$ cat config.mk
export PLATFORM = sky130hd
export DESIGN_NAME = window_watchdog_flat
export DESIGN_NICKNAME = d
export VERILOG_FILES = /design/src/hw/wdog_pkg.sv /design/src/hw/wdog_link_if.sv /design/src/hw/window_watchdog.sv /design/src/flat_wrapper.sv
export VERILOG_INCLUDE_DIRS = /design/src /design/src/hw
export SDC_FILE = /design/constraint.sdc
export NUM_CORES = 1
export LEC_CHECK = 0
export ABC_AREA = 1
export BUFFER_PORTS_ARGS = -buffer_cell sky130_fd_sc_hd__clkbuf_2
export CAP_MARGIN = 20
export CORE_MARGIN = 2
export CORE_UTILIZATION = 55
export DETAILED_ROUTE_END_ITERATION = 6
export HOLD_SLACK_MARGIN = 0.12
export PLACE_DENSITY_LB_ADDON = 0.15
export SLEW_MARGIN = 5
export SYNTH_ARGS = -nofsm -noshare
export SYNTH_HDL_FRONTEND = slang
export SYNTH_SLANG_ARGS = --single-unit
$ cat constraint.sdc
create_clock -name sys_clk -period 2.25 [get_ports sys_clk]
set_clock_uncertainty 0.1 [all_clocks]
set_input_delay 0.45 -clock sys_clk [delete_from_list [all_inputs] [get_ports sys_clk]]
set_output_delay 0.45 -clock sys_clk [all_outputs]
set_load 0.01 [all_outputs]
$ cat src/hw/wdog_map.svh
// Timing constants for the window watchdog and its host-side trigger generator.
// Assumes a 100 MHz system clock; oscillator period is a multiple of that clock.
`ifndef WDOG_MAP_SVH
`define WDOG_MAP_SVH

`define SYS_CLK_PERIOD_NS 10
`define TRIG_MIN_NS 200
`define TRIG_MIN_CYC ((`TRIG_MIN_NS + `SYS_CLK_PERIOD_NS - 1) / `SYS_CLK_PERIOD_NS)
`define LEAD_OSC_PERIODS 7895
`define CLOSED_OSC_PERIODS 1053
`define OPEN_OSC_PERIODS 1105
`define NRES_MS 4
`define NRES_CYC (`NRES_MS * 1000000 / `SYS_CLK_PERIOD_NS)
`define POR_MS 4
`define POR_CYC (`POR_MS * 1000000 / `SYS_CLK_PERIOD_NS)
`define OSC_PERIOD_NS 19600
`define OSC_DIV_CYC (`OSC_PERIOD_NS / `SYS_CLK_PERIOD_NS)
`define HOST_PERIOD_NS 29300000
`define HOST_PERIOD_CYC (`HOST_PERIOD_NS / `SYS_CLK_PERIOD_NS)
`define HOST_PULSE_NS 1000
`define HOST_PULSE_CYC (`HOST_PULSE_NS / `SYS_CLK_PERIOD_NS)

`endif

$ cat src/hw/wdog_pkg.sv
// Types used by the watchdog end of the link.
// Assumes nothing beyond a SystemVerilog compiler.
package wdog_pkg;
	typedef enum logic [2:0] {
		ST_POR,
		ST_LEAD,
		ST_CLOSED,
		ST_OPEN,
		ST_RESET,
		ST_OFF
	} wd_state_e;
endpackage

$ cat src/hw/wdog_link_if.sv
// Link between the watchdog and the host microcontroller.
// Assumes both ends run on sys_clk; pins are plain one-way wires.
interface wdog_link_if;
	logic watchdog_trigger_n;
	logic reset_n;
	modport device (input watchdog_trigger_n, output reset_n);
	modport host (output watchdog_trigger_n, input reset_n);
endinterface

$ cat src/hw/window_watchdog.sv
// Window watchdog: lead time, closed window, open window and reset pulse.
// Assumes the trigger and mode/wake pins are asynchronous and synchronises them.

`include "wdog_map.svh"

module window_watchdog #(
	parameter int OSC_DIV = `OSC_DIV_CYC,
	parameter int LEAD_PERIODS = `LEAD_OSC_PERIODS,
	parameter int CLOSED_PERIODS = `CLOSED_OSC_PERIODS,
	parameter int OPEN_PERIODS = `OPEN_OSC_PERIODS,
	parameter int NRES_CYCLES = `NRES_CYC,
	parameter int POR_CYCLES = `POR_CYC
) (
	// Clock and reset
	input wire logic sys_clk,
	input wire logic rst,
	// Chip mode and wake-up
	input wire logic low_power_mode,
	input wire logic receive_data,
	// Host link
	wdog_link_if.device link
);

	////////////////////////////////////////////////////////////////////////////////
	// Input synchronisers

	logic [1:0] trig_sync_reg;
	logic [1:0] lp_sync_reg;
	logic [1:0] rxd_sync_reg;
	logic rxd_prev_reg;

	always_ff @(posedge sys_clk)
	begin
		if (rst)
		begin
			trig_sync_reg <= 2'h3;
			lp_sync_reg <= 2'h0;
			rxd_sync_reg <= 2'h3;
			rxd_prev_reg <= 1'b1;
		end
		else
		begin
			trig_sync_reg <= {trig_sync_reg[0], link.watchdog_trigger_n};
			lp_sync_reg <= {lp_sync_reg[0], low_power_mode};
			rxd_sync_reg <= {rxd_sync_reg[0], receive_data};
			rxd_prev_reg <= rxd_sync_reg[1];
		end
	end

	logic rxd_fall;
	assign rxd_fall = rxd_prev_reg & ~rxd_sync_reg[1];

	////////////////////////////////////////////////////////////////////////////////
	// Glitch filter: a low lasting the minimum width counts as one trigger

	localparam int TRIG_MIN = `TRIG_MIN_CYC;
	logic [7:0] low_cnt_reg;
	logic trig_valid;

	always_ff @(posedge sys_clk)
	begin
		if (rst || trig_sync_reg[1])
			low_cnt_reg <= 8'h00;
		else if (low_cnt_reg != 8'(TRIG_MIN))
			low_cnt_reg <= low_cnt_reg + 8'h01;
	end

	// One pulse when the low has been seen for the full minimum width
	assign trig_valid = ~trig_sync_reg[1] && (low_cnt_reg == 8'(TRIG_MIN - 1));

	////////////////////////////////////////////////////////////////////////////////
	// Oscillator period tick

	logic [15:0] div_reg;
	logic osc_tick;
	logic clear_cnt;

	assign osc_tick = (div_reg == 16'(OSC_DIV - 1));

	// Divider restarts with each interval so every window is whole periods long
	always_ff @(posedge sys_clk)
	begin
		if (rst || clear_cnt || osc_tick)
			div_reg <= 16'h0000;
		else
			div_reg <= div_reg + 16'h0001;
	end

	////////////////////////////////////////////////////////////////////////////////
	// Sequencer

	wdog_pkg::wd_state_e state_reg, state_next;
	logic [31:0] cnt_reg;

	assign clear_cnt = (state_next != state_reg);

	always_comb
	begin
		state_next = state_reg;
		case (state_reg)
			wdog_pkg::ST_POR:
				if (cnt_reg == 32'(POR_CYCLES - 1))
					state_next = wdog_pkg::ST_LEAD;
			wdog_pkg::ST_LEAD:
				if (trig_valid)
					state_next = wdog_pkg::ST_CLOSED;
				else if (osc_tick && cnt_reg == 32'(LEAD_PERIODS - 1))
					state_next = wdog_pkg::ST_RESET;
			wdog_pkg::ST_CLOSED:
				if (trig_valid)
					state_next = wdog_pkg::ST_RESET;
				else if (osc_tick && cnt_reg == 32'(CLOSED_PERIODS - 1))
					state_next = wdog_pkg::ST_OPEN;
			wdog_pkg::ST_OPEN:
				if (trig_valid)
					state_next = wdog_pkg::ST_CLOSED;
				else if (osc_tick && cnt_reg == 32'(OPEN_PERIODS - 1))
					state_next = wdog_pkg::ST_RESET;
			wdog_pkg::ST_RESET:
				// Triggers are not looked at while the pulse is out
				if (cnt_reg == 32'(NRES_CYCLES - 1))
					state_next = wdog_pkg::ST_LEAD;
			wdog_pkg::ST_OFF:
				if (!lp_sync_reg[1] && rxd_fall)
					state_next = wdog_pkg::ST_LEAD;
			default:
				state_next = wdog_pkg::ST_POR;
		endcase
		// Low-power mode wins over everything except the power-on hold
		if (lp_sync_reg[1] && state_reg != wdog_pkg::ST_POR)
			state_next = wdog_pkg::ST_OFF;
	end

	always_ff @(posedge sys_clk)
	begin
		if (rst)
			state_reg <= wdog_pkg::ST_POR;
		else
			state_reg <= state_next;
	end

	// Intervals in windows count oscillator ticks; reset pulses count sys_clk
	// so their length is constant whatever the oscillator does
	always_ff @(posedge sys_clk)
	begin
		if (rst || clear_cnt)
			cnt_reg <= 32'h0000_0000;
		else if (state_reg == wdog_pkg::ST_POR || state_reg == wdog_pkg::ST_RESET)
			cnt_reg <= cnt_reg + 32'h0000_0001;
		else if (osc_tick && state_reg != wdog_pkg::ST_OFF)
			cnt_reg <= cnt_reg + 32'h0000_0001;
	end

	////////////////////////////////////////////////////////////////////////////////
	// Reset output

	logic nres_reg;

	always_ff @(posedge sys_clk)
	begin
		if (rst)
			nres_reg <= 1'b0;
		else
			nres_reg <= !(state_next == wdog_pkg::ST_POR || state_next == wdog_pkg::ST_RESET);
	end

	assign link.reset_n = nres_reg;

endmodule

$ cat src/flat_wrapper.sv
// flat-port wrapper written by rule: the top's interface ports become plain ports
module window_watchdog_flat 
#(
	parameter int OSC_DIV = `OSC_DIV_CYC,
	parameter int LEAD_PERIODS = `LEAD_OSC_PERIODS,
	parameter int CLOSED_PERIODS = `CLOSED_OSC_PERIODS,
	parameter int OPEN_PERIODS = `OPEN_OSC_PERIODS,
	parameter int NRES_CYCLES = `NRES_CYC,
	parameter int POR_CYCLES = `POR_CYC
)
  (sys_clk, rst, low_power_mode, receive_data, link_watchdog_trigger_n, link_reset_n);
  wdog_link_if link_i ();
  input wire logic sys_clk;
  input wire logic rst;
  input wire logic low_power_mode;
  input wire logic receive_data;
  input wire logic [$bits(link_i.watchdog_trigger_n)-1:0] link_watchdog_trigger_n;
  output wire logic [$bits(link_i.reset_n)-1:0] link_reset_n;
  assign link_i.watchdog_trigger_n = link_watchdog_trigger_n;
  assign link_reset_n = link_i.reset_n;
  window_watchdog #(.OSC_DIV(OSC_DIV), .LEAD_PERIODS(LEAD_PERIODS), .CLOSED_PERIODS(CLOSED_PERIODS), .OPEN_PERIODS(OPEN_PERIODS), .NRES_CYCLES(NRES_CYCLES), .POR_CYCLES(POR_CYCLES)) u_core (.sys_clk(sys_clk), .rst(rst), .low_power_mode(low_power_mode), .receive_data(receive_data), .link(link_i));
endmodule
==> summary.md <==
| Metric | Value |
|---|---|
| Crit path max fanout | `8` |
| PD cells | `443 nW/µm²` |
| Seq/Total Area, Yosys | `0.325` |
| DRC | `0` |
| First-pass GRT wire length | `15.4 mm` |
| Most frequent cells in the layout | `nand2_1 (108), nor2_1 (101), inv_1 (100)` |
| Setup TNS | `-0.0132 ns` |
| Fin. Hold Viols | `0` |
| Port buffer count | `5` |
| Core ar. | `7250 µm²` |
| Die Span Y | `90.7 µm` |
| Hold Buf Count CTS | `0` |
| Starting Density | `0.570` |
| DR vias | `3902` |
| Proportion of layout cells with a drive suffix above 1 | `0.259` |
| M2 GR Usage | `0.417` |
| GP Congestion | `0.914` |
| Detailed placement HPWL | `6.77 mm` |
| Yosys warning total | `0` |
| DR WL/cell | `13.2 µm` |
| CP required | `2.43 ns` |
| Max cap viols | `0` |
| Max reg flops | `32` |
| RSZ-0062 raised after global routing | `true` |
| Commonest non-fill, non-tap cell in the layout | `nand2_1` |
| Failing checks | `setup timing` |
| Fin worst setup slack | `-0.0128 ns` |
| I/O pin count | `6` |
| Setup violations, final | `2` |
| Cell area after synthesis | `4130 µm²` |
| H-tree depth | `3` |
| Die X | `90.7 µm` |
| Crit path launch | `u_core.cnt_reg[0]` |
| Crit path DAT | `2.45 ns` |
| Die ar. | `8220 µm²` |
| Reg2Reg Depth | `15` |
| Largest net degree at the start of global routing | `35` |
| Routed Antenna Nets | `0` |
| Worst setup SP type | `register` |
| CTS max path bufs | `2` |
| Flop and latch count out of synthesis | `67` |
| Lkg Pwr | `1.93 nW` |
| Grt peak-use layer | `met2` |
| Post-Synthesis Net Count | `643` |
| WS Path Type | `reg -> reg` |
| Met1 Use GR | `0.262` |
| Worst slew pin tran | `0.559 ns` |
| Non-Filler Instances | `771` |
| Footprint of the multi-input gates | `2610 µm²` |
| Worst reg2reg setup slack | `-0.01 ns` |
| CTS tree | `built` |
| Sink Count | `67` |
| Global routing usage on met3 | `0.0518` |
| Status | `finished with violations` |
| Critical register-to-register path startpoint | `u_core.cnt_reg[0]` |
| Number of global-route vias before repair | `3622` |
| Reg clk slew, reported paths | `0.07 ns` |
| Slew margin rel. | `0.624` |
| Filler cells | `646` |
| Register area | `1380 µm²` |
| Row count | `31` |
| Synth cell types | `34` |
| Drt first-iter violations | `159` |
| Total GRT Usage | `0.230` |
| Antenna violations before repair | `0` |
| Syn Area/Cell | `6.54 µm²` |
| N_diodes | `0` |
| VDD IR-drop max | `413 µV` |
| DRT Wirelength | `10.1 mm` |
| DR pass1 iterations | `4` |
| Tmin final | `2.26 ns` |
| Root Driver | `clkbuf_8` |
| Detailed-route vias per instance | `5.06` |
| Placed insts | `739` |
| Final #Nets | `678` |
| Post-Synthesis Cells | `632` |
| Synthesis-to-layout area growth | `21.5%` |
| Slew Limit Fails | `0` |
| R2r endpoint | `u_core.cnt_reg[15]` |
| Crit path to | `u_core.cnt_reg[15]` |
| Maximum clock frequency | `442 MHz` |
| Tcrit/Tclk final | `1.01` |
| Hold crit path type | `in -> reg` |
| CTS buffer count | `9` |
| Element type at the critical path end | `register` |
| Clk Latency, worst-skew pair | `0.35 ns` |
| GRT overflow | `0` |
routing by layer:
layer | up-vias | part of all wire
met2 | 82 | 0.51
li1 | 2008 | -
met1 | 1788 | 0.43
met3 | 24 | 0.033
met4 | 0 | 0.026
met5 | - | 0
cell families after synthesis:
| logic type | share of synthesized area |
|---|---|
| AO/OA/AOI/OAI | 0.0397 |
| XOR/XNOR | 0.0933 |
| flip-flops | 0.325 |
| buffers and inverters | 0.115 |
| multiplexers | 0.00727 |
| AND/OR/NAND/NOR | 0.402 |
| adder cells (fa/ha/maj) | 0.0182 |
how the worst min path moves through the flow:
stage | endpoint | startpoint | cells after the start | slack (ns)
after floorplan | u_core.lp_sync_reg[1] | u_core.lp_sync_reg[0] | 2 | 0.29
after global placement | u_core.lp_sync_reg[1] | u_core.lp_sync_reg[0] | 2 | 0.29
after detailed placement | u_core.rxd_sync_reg[1] | u_core.rxd_sync_reg[0] | 1 | 0.30
after CTS | u_core.rxd_sync_reg[0] | receive_data | 2 | 0.17
after global routing | u_core.trig_sync_reg[0] | link_watchdog_trigger_n | 2 | 0.17
final | u_core.rxd_sync_reg[0] | receive_data | 2 | 0.18
through the flow:
step	cell area [µm²]	util	power [W]	hold WS, ns	setup slack (ns)
after floorplan	4130	-	0.00130	0.288	0.218
after global placement	4340	0.599	0.00132	0.292	0.0120
after detailed placement	4340	0.599	0.00133	0.296	-0.0225
after CTS	4510	0.622	0.00218	0.173	0.00763
after global routing	5020	0.692	0.00232	0.170	-0.117
final	5020	0.692	0.00222	0.185	-0.0128
worst max-delay path, stage by stage, from the launching register on:
cell,delay (ns)
dfxtp_4,0.37
inv_6,0.08
ha_4,0.13
nand2_2,0.05
nor2_1,0.10
nand2_1,0.09
nor2_4,0.14
nand3_2,0.13
nor2_2,0.16
nor2_1,0.05
nand4_1,0.08
nand2_2,0.07
nor2_4,0.17
nand3_4,0.16
clkbuf_16,0.22
nor2_4,0.09
Yosys cell counts:
cell,n,area (µm²)
a21oi_1,17,85.1
and3_1,1,6.26
buf_1,1,3.75
buf_2,4,20.0
buf_4,1,7.51
buf_8,1,15.0
clkbuf_1,2,7.51
dfxtp_1,67,1340
ha_1,6,75.1
inv_1,107,402
inv_2,5,18.8
mux2i_1,3,30.0
nand2_1,122,458
nand2_2,7,43.8
nand3_1,24,120
nand3_2,2,20.0
nand4_1,13,81.3
nand4_2,1,12.5
nand4_4,1,21.3
nor2_1,134,503
nor2_2,4,25.0
nor2_4,13,146
nor3_1,26,130
nor3_2,1,10.0
nor3b_1,2,15.0
nor4_1,7,43.8
o21ai_0,7,35.0
o21ai_1,2,10.0
o21bai_1,1,7.51
o21bai_4,1,18.8
o31ai_1,1,7.51
or2_2,4,25.0
xnor2_1,4,35.0
xor2_1,40,350
area by class of cell:
cell class | count | share of cell area
Clock inverter | 6 | 0.00648
Multi-Input combinational cell | 444 | 0.519
Tap cell | 99 | 0.0247
Clock buffer | 10 | 0.0254
Inverter | 112 | 0.0852
Timing Repair Buffer | 33 | 0.0653
Sequential cell | 67 | 0.274
timing repair:
| item | CTS | global route |
|---|---|---|
| setup endpoints to repair | 48 | 48 |
| hold endpoints to repair | 0 | 0 |
| setup buffers | 0 | 12 |
| pin swaps | 0 | 25 |
| resized for setup | 4 | 111 |
| cloned | 0 | 4 |
power breakdown:
part           leakage, nW  switching (W)  internal, W  total [W]
logic                 1.29      0.0000789    0.0000724   0.000151
clock network       0.0856       0.000466     0.000390   0.000856
registers            0.552      0.0000171      0.00120    0.00122
(Power assumes the default switching activity.)
